==> config.mk <==
export PLATFORM = sky130hd
export DESIGN_NAME = lcd_mode_power_ctrl
export DESIGN_NICKNAME = d
export VERILOG_FILES = /design/src/common/lcd_mode_pkg.sv /design/src/logic/lcd_mode_power_ctrl.sv
export SDC_FILE = /design/constraint.sdc
export NUM_CORES = 1
export LEC_CHECK = 0
export BUFFER_PORTS_ARGS = -buffer_cell sky130_fd_sc_hd__buf_2
export CAP_MARGIN = 15
export CORE_ASPECT_RATIO = 1.4
export CORE_UTILIZATION = 50
export DETAILED_ROUTE_END_ITERATION = 12
export PLACE_DENSITY = 0.85
export SYNTH_ARGS = -nofsm -noshare
export SYNTH_HDL_FRONTEND = slang
export SYNTH_SLANG_ARGS = --single-unit
==> constraint.sdc <==
create_clock -name core_clk -period 6.7 [get_ports core_clk]
set_clock_uncertainty 0.1 [all_clocks]
set_input_delay 1.34 -clock core_clk [delete_from_list [all_inputs] [get_ports core_clk]]
set_output_delay 1.34 -clock core_clk [all_outputs]
set_load 0.02 [all_outputs]
==> src/common/lcd_mode_pkg.sv <==
// Register map, field layout and carrier types of the mode and power block
package lcd_mode_pkg;
    localparam int         ADDR_W          = 8;
    localparam int         PIX_W_DOC       = 12;
    // Register indices; byte address is four times the index
    localparam logic [7:0] IDX_DISP_MODE   = 8'h02;
    localparam logic [7:0] IDX_PWR_MODE    = 8'h03;
    localparam logic [7:0] IDX_PANEL_CFG   = 8'h04;
    localparam logic [7:0] IDX_STATUS      = 8'h05;
    localparam logic [7:0] ADDR_DISP_MODE  = 8'(IDX_DISP_MODE * 4);
    localparam logic [7:0] ADDR_PWR_MODE   = 8'(IDX_PWR_MODE * 4);
    localparam logic [7:0] ADDR_PANEL_CFG  = 8'(IDX_PANEL_CFG * 4);
    localparam logic [7:0] ADDR_STATUS     = 8'(IDX_STATUS * 4);
    // Display mode fields
    localparam int         DM_BPP_LO       = 6;
    localparam int         DM_HIGH_PERF    = 5;
    localparam int         DM_CLK_DIV      = 4;
    localparam int         DM_BLANK        = 3;
    localparam int         DM_FRAME_REP    = 2;
    localparam int         DM_HW_INV       = 1;
    localparam int         DM_SW_INV       = 0;
    // Power mode fields
    localparam int         PM_OVERRIDE     = 3;
    localparam int         PM_HW_PS        = 2;
    localparam int         PM_SW_PS_LO     = 0;
    localparam logic [7:0] PM_USED_MASK    = 8'h0F;
    // Panel configuration fields
    localparam int         PC_ACTIVE       = 0;
    localparam int         PC_COLOUR       = 1;
    localparam int         PC_PORTRAIT     = 2;
    localparam int         PC_IO0_DIR      = 3;
    localparam int         PC_IO0_VAL      = 4;
    localparam int         PC_IO4_DIR      = 5;
    localparam int         PC_IO4_VAL      = 6;
    localparam logic [7:0] PC_USED_MASK    = 8'h7F;
    // Reset values
    localparam logic [7:0] DISP_MODE_RST   = 8'h00;
    localparam logic [3:0] PWR_MODE_RST    = 4'h0;
    localparam logic [6:0] PANEL_CFG_RST   = 7'h00;
    // Encodings
    localparam logic [1:0] BPP_1           = 2'h0;
    localparam logic [1:0] BPP_2           = 2'h1;
    localparam logic [1:0] BPP_4           = 2'h2;
    localparam logic [1:0] BPP_8           = 2'h3;
    localparam logic [3:0] DEPTH_1         = 4'h1;
    localparam logic [3:0] DEPTH_2         = 4'h2;
    localparam logic [3:0] DEPTH_4         = 4'h4;
    localparam logic [3:0] DEPTH_8         = 4'h8;
    localparam logic [2:0] MDIV_8          = 3'h7;
    localparam logic [2:0] MDIV_4          = 3'h3;
    localparam logic [2:0] MDIV_2          = 3'h1;
    localparam logic [2:0] MDIV_1          = 3'h0;
    localparam logic [1:0] SW_PS_SAVE      = 2'h0;
    localparam logic [1:0] SW_PS_NORMAL    = 2'h3;
    localparam logic [1:0] RESP_OKAY       = 2'h0;
    localparam logic [1:0] RESP_DECERR     = 2'h3;
    // Frame repeat counter
    localparam int         FRAME_CNT_W     = 18;
    localparam logic [17:0] FRAME_CNT_MAX  = 18'h3FFFF;

    typedef struct packed {
        logic              awvalid;
        logic [ADDR_W-1:0] awaddr;
        logic              wvalid;
        logic [31:0]       wdata;
        logic [3:0]        wstrb;
        logic              bready;
        logic              arvalid;
        logic [ADDR_W-1:0] araddr;
        logic              rready;
    } axi_req_type;

    typedef struct packed {
        logic              awready;
        logic              wready;
        logic              bvalid;
        logic [1:0]        bresp;
        logic              arready;
        logic              rvalid;
        logic [31:0]       rdata;
        logic [1:0]        rresp;
    } axi_rsp_type;
endpackage

==> src/logic/lcd_mode_power_ctrl.sv <==
// Mode and power-save control register bank with pixel and pin handling
//
// The AXI4-Lite slave port and the register offsets were decided locally.
`timescale 1ns/1ps
module lcd_mode_power_ctrl
    import lcd_mode_pkg::*;
#(
    parameter int PIX_W   = PIX_W_DOC,
    parameter int FRAME_W = FRAME_CNT_W
) (
    input  wire logic              core_clk,
    input  wire logic              rst,
    input  wire axi_req_type       axi_req,
    output axi_rsp_type            axi_rsp,
    input  wire logic [PIX_W-1:0]  lut_pixel_data,
    output logic      [PIX_W-1:0]  panel_data_lines,
    input  wire logic              panel_data_bit_eleven_in,
    output logic                   panel_data_bit_eleven_out,
    output logic                   panel_data_bit_eleven_oe,
    input  wire logic              general_io_zero_in,
    output logic                   general_io_zero_out,
    output logic                   general_io_zero_oe,
    input  wire logic              frame_start,
    input  wire logic              power_seq_panel_on,
    output logic                   panel_power_output,
    output logic                   stop_delay_one_line,
    output logic                   hw_power_save_req,
    output logic                   sw_power_save,
    output logic                   pixel_clk_en,
    output logic                   memory_clk_en,
    output logic [3:0]             bits_per_pixel,
    output logic                   pattern_restart
);

    // Narrower data would lose the shared bit eleven pin
    if (PIX_W < PIX_W_DOC || FRAME_W < 1) begin : g_bad_width
        $error("PIX_W or FRAME_W out of range");
    end

    localparam logic [FRAME_W-1:0] FRAME_LAST = '1;

    typedef struct packed {
        logic [7:0]             disp_mode;
        logic [3:0]             pwr_mode;
        logic [6:0]             panel_cfg;
        logic                   aw_held;
        logic [ADDR_W-1:0]      aw_addr;
        logic                   w_held;
        logic [7:0]             w_data;
        logic                   w_strb0;
        logic                   awready;
        logic                   wready;
        logic                   bvalid;
        logic [1:0]             bresp;
        logic                   arready;
        logic                   rvalid;
        logic [7:0]             rdata;
        logic [1:0]             rresp;
        logic                   io0_meta;
        logic                   io0_sync;
        logic                   io11_meta;
        logic                   io11_sync;
        logic                   div_phase;
        logic                   pix_en;
        logic                   mclk_en;
        logic [2:0]             mclk_cnt;
        logic [FRAME_W-1:0]     frame_cnt;
        logic                   restart;
        logic [PIX_W-1:0]       pix;
        logic                   io11_out;
        logic                   io11_oe;
        logic                   io0_out;
        logic                   io0_oe;
        logic                   panel_pwr;
        logic                   short_delay;
        logic                   hw_ps_req;
        logic                   sw_ps;
        logic [3:0]             depth;
    } state_type;

    state_type s_r;
    state_type s_nxt;

    logic       passive;
    logic       landscape;
    logic       hw_inv_pin;
    logic       invert;
    logic [2:0] mdiv_lim;
    logic [7:0] status_word;

    assign passive   = !s_r.panel_cfg[PC_ACTIVE];
    assign landscape = !s_r.panel_cfg[PC_PORTRAIT];
    assign hw_inv_pin = passive && s_r.disp_mode[DM_HW_INV];
    assign status_word = {2'h0, s_r.panel_pwr, s_r.depth == 4'h0,
                          invert, s_r.io11_sync, s_r.io0_sync,
                          s_r.sw_ps || s_r.hw_ps_req};

    always_comb begin
        // Pin level wins over the software bit in passive panels with the hardware invert bit set
        if (hw_inv_pin) begin
            invert = s_r.io11_sync;
        end else begin
            invert = s_r.disp_mode[DM_SW_INV];
        end
        // Portrait ignores the performance bit: depth alone sets the ratio
        if (s_r.disp_mode[DM_HIGH_PERF] && landscape) begin
            mdiv_lim = MDIV_1;
        end else begin
            unique case (s_r.disp_mode[DM_BPP_LO +: 2])
                BPP_1: mdiv_lim = MDIV_8;
                BPP_2: mdiv_lim = MDIV_4;
                BPP_4: mdiv_lim = MDIV_2;
                BPP_8: mdiv_lim = MDIV_1;
            endcase
        end
    end

    always_comb begin
        s_nxt = s_r;
        s_nxt.restart = 1'b0;
        s_nxt.io0_meta  = general_io_zero_in;
        s_nxt.io0_sync  = s_r.io0_meta;
        s_nxt.io11_meta = panel_data_bit_eleven_in;
        s_nxt.io11_sync = s_r.io11_meta;

        // Write channel: address and data taken in either order
        if (axi_req.awvalid && s_r.awready) begin
            s_nxt.aw_held = 1'b1;
            s_nxt.aw_addr = axi_req.awaddr;
        end
        if (axi_req.wvalid && s_r.wready) begin
            s_nxt.w_held  = 1'b1;
            s_nxt.w_data  = axi_req.wdata[7:0];
            s_nxt.w_strb0 = axi_req.wstrb[0];
        end
        if (s_r.aw_held && s_r.w_held && !s_r.bvalid) begin
            s_nxt.aw_held = 1'b0;
            s_nxt.w_held  = 1'b0;
            s_nxt.bvalid  = 1'b1;
            s_nxt.bresp   = RESP_OKAY;
            case (s_r.aw_addr)
                ADDR_DISP_MODE: begin
                    if (s_r.w_strb0) begin
                        s_nxt.disp_mode = s_r.w_data;
                    end
                end
                ADDR_PWR_MODE: begin
                    if (s_r.w_strb0) begin
                        s_nxt.pwr_mode = s_r.w_data[3:0];
                    end
                end
                ADDR_PANEL_CFG: begin
                    if (s_r.w_strb0) begin
                        s_nxt.panel_cfg = s_r.w_data[6:0];
                    end
                end
                ADDR_STATUS: s_nxt.bresp = RESP_OKAY;
                default:     s_nxt.bresp = RESP_DECERR;
            endcase
        end
        if (s_r.bvalid && axi_req.bready) begin
            s_nxt.bvalid = 1'b0;
        end
        s_nxt.awready = !s_nxt.aw_held && !s_nxt.bvalid;
        s_nxt.wready  = !s_nxt.w_held && !s_nxt.bvalid;

        // Read channel: one outstanding read, answered next cycle
        if (axi_req.arvalid && s_r.arready) begin
            s_nxt.rvalid = 1'b1;
            s_nxt.rresp  = RESP_OKAY;
            case (axi_req.araddr)
                ADDR_DISP_MODE: s_nxt.rdata = s_r.disp_mode;
                ADDR_PWR_MODE:  s_nxt.rdata = {4'h0, s_r.pwr_mode};
                ADDR_PANEL_CFG: s_nxt.rdata = {1'b0, s_r.panel_cfg};
                ADDR_STATUS:    s_nxt.rdata = status_word;
                default: begin
                    s_nxt.rdata = 8'h00;
                    s_nxt.rresp = RESP_DECERR;
                end
            endcase
        end else if (s_r.rvalid && axi_req.rready) begin
            s_nxt.rvalid = 1'b0;
        end
        s_nxt.arready = !s_nxt.rvalid;

        // Clock ticks; pixel tick equals operating tick while the divide bit is clear
        if (s_r.disp_mode[DM_CLK_DIV]) begin
            s_nxt.div_phase = !s_r.div_phase;
        end else begin
            s_nxt.div_phase = 1'b0;
        end
        s_nxt.pix_en = !s_r.disp_mode[DM_CLK_DIV] || s_r.div_phase;
        s_nxt.mclk_en = s_nxt.pix_en && (s_r.mclk_cnt == 3'h0);
        if (s_nxt.pix_en) begin
            if (s_r.mclk_cnt >= mdiv_lim) begin
                s_nxt.mclk_cnt = 3'h0;
            end else begin
                s_nxt.mclk_cnt = s_r.mclk_cnt + 3'h1;
            end
        end

        // Depth; mono with code 11 is reserved and reports zero
        unique case (s_r.disp_mode[DM_BPP_LO +: 2])
            BPP_1: s_nxt.depth = DEPTH_1;
            BPP_2: s_nxt.depth = DEPTH_2;
            BPP_4: s_nxt.depth = DEPTH_4;
            BPP_8: begin
                if (s_r.panel_cfg[PC_COLOUR]) begin
                    s_nxt.depth = DEPTH_8;
                end else begin
                    s_nxt.depth = 4'h0;
                end
            end
        endcase

        // Frame counter only runs while repeat is on
        if (!s_r.disp_mode[DM_FRAME_REP]) begin
            s_nxt.frame_cnt = '0;
        end else if (frame_start) begin
            if (s_r.frame_cnt == FRAME_LAST) begin
                s_nxt.frame_cnt = '0;
                s_nxt.restart   = 1'b1;
            end else begin
                s_nxt.frame_cnt = s_r.frame_cnt + FRAME_W'(1);
            end
        end

        // Input is post-table data, so inversion follows the lookup
        if (s_r.disp_mode[DM_BLANK]) begin
            s_nxt.pix = '0;
        end else if (invert) begin
            s_nxt.pix = ~lut_pixel_data;
        end else begin
            s_nxt.pix = lut_pixel_data;
        end

        // Bit eleven pin: data in active panels, invert input or I/O four
        if (!passive) begin
            s_nxt.io11_oe  = 1'b1;
            s_nxt.io11_out = s_nxt.pix[11];
        end else if (hw_inv_pin) begin
            s_nxt.io11_oe  = 1'b0;
            s_nxt.io11_out = 1'b0;
        end else begin
            s_nxt.io11_oe  = s_r.panel_cfg[PC_IO4_DIR];
            s_nxt.io11_out = s_r.panel_cfg[PC_IO4_VAL];
        end

        // General I/O zero doubles as the hardware save input
        if (s_r.pwr_mode[PM_HW_PS]) begin
            s_nxt.io0_oe    = 1'b0;
            s_nxt.io0_out   = 1'b0;
            s_nxt.hw_ps_req = s_r.io0_sync;
        end else begin
            s_nxt.io0_oe    = s_r.panel_cfg[PC_IO0_DIR];
            s_nxt.io0_out   = s_r.panel_cfg[PC_IO0_VAL];
            s_nxt.hw_ps_req = 1'b0;
        end

        s_nxt.panel_pwr   = !s_r.pwr_mode[PM_OVERRIDE] &&
                            power_seq_panel_on;
        s_nxt.short_delay = s_r.pwr_mode[PM_OVERRIDE];
        // Reserved codes keep the previous mode
        unique case (s_r.pwr_mode[PM_SW_PS_LO +: 2])
            SW_PS_SAVE:   s_nxt.sw_ps = 1'b1;
            SW_PS_NORMAL: s_nxt.sw_ps = 1'b0;
            default:      s_nxt.sw_ps = s_r.sw_ps;
        endcase
    end

    always_ff @(posedge core_clk or posedge rst) begin
        if (rst) begin
            s_r           <= '0;
            s_r.disp_mode <= DISP_MODE_RST;
            s_r.pwr_mode  <= PWR_MODE_RST;
            s_r.panel_cfg <= PANEL_CFG_RST;
            s_r.sw_ps     <= 1'b1;
        end else begin
            s_r <= s_nxt;
        end
    end

    assign axi_rsp.awready = s_r.awready;
    assign axi_rsp.wready  = s_r.wready;
    assign axi_rsp.bvalid  = s_r.bvalid;
    assign axi_rsp.bresp   = s_r.bresp;
    assign axi_rsp.arready = s_r.arready;
    assign axi_rsp.rvalid  = s_r.rvalid;
    assign axi_rsp.rdata   = {24'h0, s_r.rdata};
    assign axi_rsp.rresp   = s_r.rresp;
    assign panel_data_lines          = s_r.pix;
    assign panel_data_bit_eleven_out = s_r.io11_out;
    assign panel_data_bit_eleven_oe  = s_r.io11_oe;
    assign general_io_zero_out       = s_r.io0_out;
    assign general_io_zero_oe        = s_r.io0_oe;
    assign panel_power_output        = s_r.panel_pwr;
    assign stop_delay_one_line       = s_r.short_delay;
    assign hw_power_save_req         = s_r.hw_ps_req;
    assign sw_power_save             = s_r.sw_ps;
    assign pixel_clk_en              = s_r.pix_en;
    assign memory_clk_en             = s_r.mclk_en;
    assign bits_per_pixel            = s_r.depth;
    assign pattern_restart           = s_r.restart;

    logic c8;
    logic hp_land;
    assign c8 = landscape && !s_r.disp_mode[DM_HIGH_PERF] &&
                !s_r.disp_mode[DM_CLK_DIV] &&
                s_r.disp_mode[DM_BPP_LO +: 2] == BPP_1;
    assign hp_land = landscape && s_r.disp_mode[DM_HIGH_PERF];
endmodule

==> Word-level counts from Yosys, hierarchy flattened <==
Cells that the tools add are included.
{ "totals": {"word_cells": 119, "output_inout_bits": 68, "input_bits": 75, "reg_bits": 108} }
{ "op_classes": {"n_reduce_logical": 35, "add_sub_neg": 2, "n_bitwise": 1, "n_mux": 30, "n_eq_ne": 14, "order_cmp": 1} }
{ "ops": {"columns": ["operator", "n"], "rows": [
  ["$mux W18", 2],
  ["$eq A8 B4 Y1 const B", 4],
  ["$eq A8 B5 Y1 const B", 4],
  ["$pmux W8 S4", 1],
  ["$mux W12", 2],
  ["$mux W19", 1],
  ["$add A18 B1 Y18 const B", 1],
  ["$eq A18 B18 Y1 const B", 1],
  ["$pmux W4 S4", 1],
  ["$logic_and A1 B1 Y1", 13],
  ["$not A12 Y12", 1],
  ["$pmux W3 S4", 1],
  ["$logic_not A1 Y1", 10],
  ["$mux W1", 10],
  ["$mux W10", 1],
  ["$mux W2", 5],
  ["$mux W3", 3],
  ["$mux W9", 1],
  ["$reduce_and A3 Y1", 3],
  ["$reduce_or A4 Y1", 2],
  ["$eq A2 B2 Y1 const B", 3],
  ["$logic_not A2 Y1", 2],
  ["$logic_not A4 Y1", 1],
  ["$mux W4", 1],
  ["8 further kinds", 9]
]} }

==> Logic depth before layout (Yosys ltp) <==
Gate-level depths: netlist of run 1.
{ "depth": {"depth_word": 7, "ltp_mapped": 7, "mapped_depth_nobuf": 7} }

==> Least setup slack after synthesis of run 1 <==
Ideal clock, no wire load.
{ "synth_path": {"path_type": "input to register", "start": "in axi_req[6] in the netlist's numbering", "end": "reg s_r (netlist bit axi_rsp[7])", "cell_stages": 4, "path_slack_ns": 3.996, "setup_ns": 0.104, "required_time_ns": 6.496, "path_buffers": 1, "t_arrival_ns": 2.500, "path_cell_list": "or3_1 > clkbuf_1 > or3_4 > o311ai_1"} }
{ "synth_between": {"elab_chain_cells": 2, "word_cells_on_any_way": 5} }
{ "synth_rtl": {"columns": ["item", "line_no", "source"], "rows": [
  ["start, declared", "lcd_mode_power_ctrl.sv:13", "input wire axi_req_type axi_req,"],
  ["$eq A8 B5 Y1 or $eq A8 B4 Y1 (tied branches)", "lcd_mode_power_ctrl.sv:171", "case (axi_req.araddr)"],
  ["$pmux W8 S4 (*)", "lcd_mode_power_ctrl.sv:171", null],
  ["end signal, assigned", "lcd_mode_power_ctrl.sv:279", "s_r <= s_nxt;"],
  ["end, declared", "lcd_mode_power_ctrl.sv:81", "state_type s_r;"]
]} }
Every way passes the cells marked *; elsewhere a longest branch is shown, timed or not.
A chain may end at the register's enable or synchronous reset.

==> Worst setup path in the final report of run 1 <==
Same ends and word-level chain as after synthesis.

==> results of run 1 <==
-- worst max-delay path, stage by stage --
cell and delay [ps]:
buf_2 100, or3_1 490, nor2b_1 520, a22oi_1 190, o311ai_1 240
-- area by class of cell --
type / count / area [µm²]
Clock buffer: 11 / 252.7
Sequential cell: 106 / 2654
Clock inverter: 5 / 60.06
Inverter: 13 / 51.30
Fill cell: 869 / 4252
Multi-Input combinational cell: 287 / 1998
Tap cell: 135 / 168.9
Timing Repair Buffer: 92 / 462.9
-- routing by layer --
layer,global-route usage [%],routed length (µm),vias up
li1,-,-,1615
met1,22.60,3889,1703
met2,37.45,5607,118
met3,3.673,424,16
met4,8.402,164,0
met5,0,0,-
-- cells in the mapped netlist, types with 2 or more instances --
library cell | count | area, µm²
o21a_1 | 2 | 15.01
xnor2_1 | 5 | 43.79
and4_1 | 2 | 17.52
a22oi_1 | 3 | 22.52
buf_2 | 3 | 15.01
nand2_1 | 29 | 108.9
and2_1 | 2 | 12.51
or2_2 | 2 | 12.51
nor2b_1 | 10 | 62.56
mux2i_1 | 2 | 20.02
o21ai_0 | 9 | 45.04
or3_1 | 7 | 43.79
nand3_1 | 7 | 35.03
o31ai_1 | 4 | 30.03
dfrtp_1 | 105 | 2628
clkbuf_1 | 8 | 30.03
nor4_1 | 6 | 37.54
clkinv_1 | 2 | 7.510
nand4_1 | 10 | 62.56
a221oi_1 | 5 | 43.79
inv_1 | 11 | 41.29
a21o_1 | 5 | 37.54
and3_1 | 5 | 31.28
mux2_2 | 38 | 427.9
nor3_1 | 6 | 30.03
o211ai_1 | 6 | 45.04
o41ai_1 | 2 | 17.52
nand2b_1 | 8 | 50.05
nor2_1 | 27 | 101.4
ha_1 | 7 | 87.58
a21oi_1 | 12 | 60.06
nor3b_1 | 2 | 15.01
nor4b_4 | 2 | 47.55
buf_4 | 57 | 427.9
a31oi_1 | 3 | 18.77
xor2_1 | 15 | 131.4
nand4bb_1 | 2 | 22.52
-- sequential cells by signal, summed over array words and instances, names as in the netlist --
signal,flops
pixel_clk_en,1
sw_power_save,1
s_r,61
panel_data_lines,12
pattern_restart,1
panel_data_bit_eleven_oe,1
bits_per_pixel,4
axi_rsp,15
memory_clk_en,1
stop_delay_one_line,1
s_nxt,3
general_io_zero_oe,1
hw_power_save_req,1
general_io_zero_out,1
panel_power_output,1
panel_data_bit_eleven_out,1
-- placed cells by master, fill, tap and decap left out, types with 6 or more instances in the layout --
cell / synthesis / final
a21oi_1: 12 / 12
buf_2: 3 / 91
clkbuf_16: 0 / 9
conb_1: 1 / 24
dfrtp_1: 105 / 105
ha_1: 7 / 7
inv_1: 11 / 10
mux2_2: 38 / 38
nand2_1: 29 / 29
nand2b_1: 8 / 8
nand3_1: 7 / 7
nand4_1: 10 / 10
nor2_1: 27 / 27
nor2b_1: 10 / 10
nor3_1: 6 / 6
nor4_1: 6 / 6
o211ai_1: 6 / 6
o21ai_0: 9 / 9
or3_1: 7 / 7
xor2_1: 15 / 15
-- per-stage QoR --
step           util, %  instance area (µm²)
2_1_floorplan        -                 5181
3_3_place_gp     53.89                 5335
3_5_place_dp     53.89                 5335
4_1_cts          57.05                 5648
5_1_grt          57.05                 5648
6_report         57.05                 5648
-- worst max-delay path by stage --
stage | startpoint | to | slack (ps) | cells after the start
6_report | axi_req[6] | axi_rsp[7]$_DFFE_PP0P_ | 3970 | 5
5_1_grt | axi_req[6] | axi_rsp[4]$_DFFE_PP0P_ | 3820 | 5
4_1_cts | axi_req[6] | axi_rsp[7]$_DFFE_PP0P_ | 3990 | 5
3_5_place_dp | axi_req[6] | axi_rsp[7]$_DFFE_PP0P_ | 3650 | 5
3_3_place_gp | axi_req[6] | axi_rsp[7]$_DFFE_PP0P_ | 3690 | 5
2_1_floorplan | rst | axi_rsp[0]$_DFFE_PP0P_ | 2470 | 1
-- report_power, final --
group	internal, mW	switching [mW]	leakage [nW]
clock	0.311	0.229	0.152
combinational	0.177	0.219	1.15
sequential	0.763	0.103	1.36
-- cell families (layout without fill, tap and decap cells) --
logic type      Yosys count  in the layout
simple gates            135            135
flops                   106            106
buf+inv                  82            121
compound gates           61             61
mux                      40             40
xor+xnor                 20             20
fa+ha+maj                 7              7
other cells               1             24
==> impl_metrics.csv, run 1 <==
group,metric,value,unit
global_routing,grt_max_degree,78,
floorplanning,initial_utilization,51.47,%
setup_path,worstRegToRegCells,4,
pwr,ir_worst_vdd,0.2721,mV
floorplanning,coreArea,9899,µm²
cts,cts_max_level,3,
cts,clk_pin_slew_worst_paths,70,ps
placement,dpl_worst_slack,3648,ps
floorplanning,die_width,87.32,µm
cts,cts_resized,0,
logic_synthesis,synth_xor_area_share,3.438,%
floorplanning,rows,43,
setup_path,crit_path_end_kind,"flop",
logic_synthesis,yosys-mux-area-fraction,8.792,%
setup_path,r2r-start,"s_r[89]$_DFFE_PP0P_",
finish,drive_gt1_share,30.93,%
logic_synthesis,seq_area_frac_synth,52.09,%
finish,nNetsFinal,591,
floorplanning,die-area,10600,µm²
global_routing,grtUsageTotal,20.35,%
logic_synthesis,synthCells,452,
logic_synthesis,synthFlopType,"dfrtp_1",
cts,cts_sinks,106,
setup_path,start_kind,"input port",
logic_synthesis,ys_types,58,
cts,cts_tree,"yes",
finish,area_growth,10.85,%
sta,fin_ws,3972,ps
routing,drc,0,
hold_path,hold_class,"flop to flop",
routing,via_per_inst,5.319,
logic_synthesis,syn_avg_cell_area,11.27,µm²
routing,drt_iter0_drc,146,
global_routing,antenna_found_initial,0,
setup_path,cp_max_fo,9,
global_routing,overflow,0,
global_routing,grt_pass1_wl,16320,µm
sta,setup_viol_count_final,0,
pwr,powerDensity,319.1,nW/µm²
placement,gp_congestion,0.8118,
setup_path,critPathArrivalTime,2870,ps
sta,worst_pin_slew,1060,ps
logic_synthesis,synth.cell_area,5095,µm²
pwr,power.leakage,2.665,nW
sta,period_share,40.71,%
placement,dp_hpwl,7367,µm
setup_path,worstPathRequired,6850,ps
global_routing,grt_pass1_vias,3511,
sta,finalHoldViolCount,0,
run_status,status,"completed",
hold_path,holdCritStartpoint,"s_nxt[49]$_DFF_PP0_",
placement,port_buffers,91,
logic_synthesis,synth_top_family_by_area,"simple AND/OR/NAND/NOR gates",
routing,antenna_left,0,
cts,clk_path_buf_depth,2,
finish,diodes,0,
pwr,power,1.802,mW
cts,clk_latency,340,ps
logic_synthesis,ys_warn_count,0,
logic_synthesis,synthAdderAreaFrac,1.719,%
setup_path,ff2ff_setup_slack,4520,ps
cts,cts_hold_buf,0,
routing,vias,3452,
floorplanning,die-height,121.4,µm
sta,setup_tns,0,ps
logic_synthesis,synth_compound_area_share,8.251,%
setup_path,crit_type,"input port to flop",
cts,root_buffer,"clkbuf_16",
sta,period_minus_slack,2728,ps
logic_synthesis,synthArstFlopShare,100.0,%
routing,wl_per_cell,15.54,µm
logic_synthesis,synth-seq-cells,106,
flow_run,cap_violations,0,
sta,slew_headroom,27.94,%
hold_path,timing.hold.worst_path_depth,0,
sta,final_max_slew_viol_count,0,
routing,first_pass_iters,4,
placement,dp_cells,633,
cts,numCtsBuffers,9,
floorplanning,io_pins,143,
finish,layout.cells.non_filler,649,
sta,rsz0062_at_grt,"false",
routing,wirelength,10090,µm
logic_synthesis,synth_edf_count,0,
setup_path,rr_endpoint,"axi_rsp[5]$_DFFE_PP0P_",
sta,max_freq,0.3666,GHz
hold_path,hold_end,"s_r[49]$_DFF_PP0_",
sta,hold_slack,250.4,ps
cts,post_cts_buffers,0,
logic_synthesis,synth-simple-area-share,15.18,%
Note: power is estimated with default switching activity, not from simulation.
==> run 2: changes to the inputs <==
ABC_AREA = 1   (was unset)
clock period = 2.66 ns   (was 6.7 ns; I/O delays follow)
==> impl_metrics.csv, run 2 <==
group,metric,value,unit
floorplanning,die-area,11020,µm²
sta,final_max_slew_viol_count,0,
run_status,status,"completed",
floorplanning,die_width,89.01,µm
setup_path,worstPathCellList,"inv_1 > nand2_1 > nand2_1 > nand2_2 > or2_2 > nand3_1 > o21ai_0",
global_routing,antenna_found_initial,0,
logic_synthesis,yosys.area.top_type,"dfrtp_1",
logic_synthesis,ys_types,38,
routing,wl_per_cell,12.72,µm
hold_path,hold_class,"input port to flop",
logic_synthesis,synth_area_leaders,"dfrtp_1, nand2_1, buf_4",
global_routing,grt_pass1_wl,17430,µm
logic_synthesis,seq_area_frac_synth,50.08,%
sta,fin_ws,939.0,ps
cts,cts_max_level,3,
setup_path,cp_max_fo,25,
logic_synthesis,yosysMostFrequentCell,"nand2_1",
finish,regMostFlops,"s_r",
logic_synthesis,yosysTopAreaCellShare,49.59,%
setup_path,crit_type,"flop to flop",
placement,placed_cell_area,5544,µm²
cts,cts_hold_buf,0,
sta,worst_pin_slew,562.1,ps
logic_synthesis,synth_edf_count,0,
sta,rsz0062_at_grt,"false",
finish,layout_common_cells,"nand2_1, dfrtp_1, buf_2",
logic_synthesis,synthCells,624,
logic_synthesis,synth-seq-cells,106,
placement,port_buffers,91,
logic_synthesis,synth.cell_area,5299,µm²
routing,drc,0,
finish,diodes,0,
sta,max_freq,0.5810,GHz
finish,drive_gt1_share,20.99,%
sta,finalHoldViolCount,0,
floorplanning,die-height,123.8,µm
cts,root_buffer,"clkbuf_16",
pwr,ir_worst_vdd,0.5619,mV
finish,nNetsFinal,763,
setup_path,critPathMaxStageDelay,410,ps
logic_synthesis,synthTopCellsByCount,"nand2_1, dfrtp_1, inv_1",
routing,drt_iter0_drc,198,
pwr,power,4.926,mW
sta,setup_viol_count_final,0,
routing,via_per_inst,4.939,
floorplanning,rows,44,
routing,wirelength,10480,µm
setup_path,cpMostUsedCell,"nand2_1",
global_routing,overflow,0,
setup_path,slowest_stage,"dfrtp_1",
logic_synthesis,synthFlopType,"dfrtp_1",
flow_run,cap_violations,0,
logic_synthesis,syn_avg_cell_area,8.492,µm²
routing,vias,4070,
cts,clk_path_buf_depth,2,
routing,first_pass_iters,5,
global_routing,grt_max_degree,107,
logic_synthesis,ys_warn_count,0,
finish,stdcell_area,5846,µm²
finish,largest_reg_flops,61,
placement,dp_hpwl,7844,µm
cts,cts_resized,0,
cts,post_cts_buffers,0,
logic_synthesis,synthArstFlopShare,100.0,%
setup_path,critPathArrivalTime,1840,ps
finish,layout_commonest_cell,"nand2_1",
finish,area_growth,10.32,%
sta,setup_tns,0,ps
cts,clk_pin_slew_worst_paths,70,ps
finish,final_core_util,56.48,%
cts,cts_tree,"yes",
setup_path,crit_path_end_kind,"flop",
pwr,power.leakage,2.977,nW
placement,dpl_worst_slack,796.7,ps
cts,cts_sinks,106,
floorplanning,coreArea,10350,µm²
setup_path,worstPathRequired,2780,ps
routing,antenna_left,0,
global_routing,grtUsageTotal,20.59,%
global_routing,grt_pass1_vias,3917,
floorplanning,io_pins,143,
pwr,powerDensity,842.8,nW/µm²
cts,clk_latency,340,ps
placement,gp_congestion,0.8755,
floorplanning,initial_utilization,51.20,%
sta,period_share,64.70,%
sta,slew_headroom,62.52,%
cts,numCtsBuffers,9,
setup_path,start_kind,"flop",
sta,period_minus_slack,1721,ps
## run 2: cell count changes after synthesis, sizes merged, moves of 14 or more
cell	before	now
xor2	15	1
nor2	28	52
mux2	38	0
o21ai	9	62
nand3	7	42
inv	11	65
nand2	29	161
## run 2: worst paths after layout
check	from	end	slack, ps	depth (start not counted)
worst min register to register	s_nxt[51]$_DFF_PP0_	s_r[51]$_DFF_PP0_	250	0
worst max-delay path	s_r[89]$_DFFE_PP0P_	panel_data_bit_eleven_out$_DFF_PP0_	940	7
max in group asynchronous	rst	s_r[76]$_DFFE_PP0P_	1790	3
worst min-delay path	general_io_zero_in	s_nxt[51]$_DFF_PP0_	200	1
min in group asynchronous	rst	s_r[31]$_DFFE_PP0P_	230	3
worst max register to register	s_r[89]$_DFFE_PP0P_	panel_data_bit_eleven_out$_DFF_PP0_	940	7
## run 2: per-stage QoR
stage | std cells | hold WS [ps]
2_1_floorplan | 647 | 231.2
3_3_place_gp | 808 | 239.5
3_5_place_dp | 808 | 237.3
4_1_cts | 824 | 182.2
5_1_grt | 824 | 182.5
6_report | 824 | 196.0
## run 2: area by class of cell
class | instances | area [µm²]
Clock buffer | 10 | 229.0
Clock inverter | 6 | 72.57
Fill cell | 986 | 4504
Inverter | 66 | 251.5
Multi-Input combinational cell | 405 | 1983
Sequential cell | 106 | 2654
Tap cell | 138 | 172.7
Timing Repair Buffer | 93 | 483.0
## run 2: routing by layer
metal  up-vias  part of all wire (%)  GRT usage, %
met4         0                   2.4         9.921
met3        25                   4.2         3.645
met1      1903                    40         23.79
li1       2025                     -             -
met5         -                     0             0
met2       117                    54         36.49
## run 2: logic make-up after synthesis
| kind of cell | count (synthesis) | share of synthesized area (%) |
|---|---|---|
| AO/OA/AOI/OAI | 101 | 10.98 |
| AND/OR/NAND/NOR | 272 | 22.93 |
| other | 1 | 0.07077 |
| flip-flops | 106 | 50.08 |
| XOR/XNOR | 1 | 0.1653 |
| adder cells (fa/ha/maj) | 7 | 1.653 |
| buffers and inverters | 136 | 14.12 |
## run 2: worst max-delay path: cells and delay by family (launching register included)
kind                   cells  cell delay, ps
and+or+nand+nor            5             860
DFF                        1             410
buffers and inverters      1             130
AOI/OAI and AO/OA          1              80
## run 2: power breakdown
part           switching, mW  internal, mW
Combinational          0.918         0.458
Sequential             0.232          1.99
Clock                  0.587         0.744
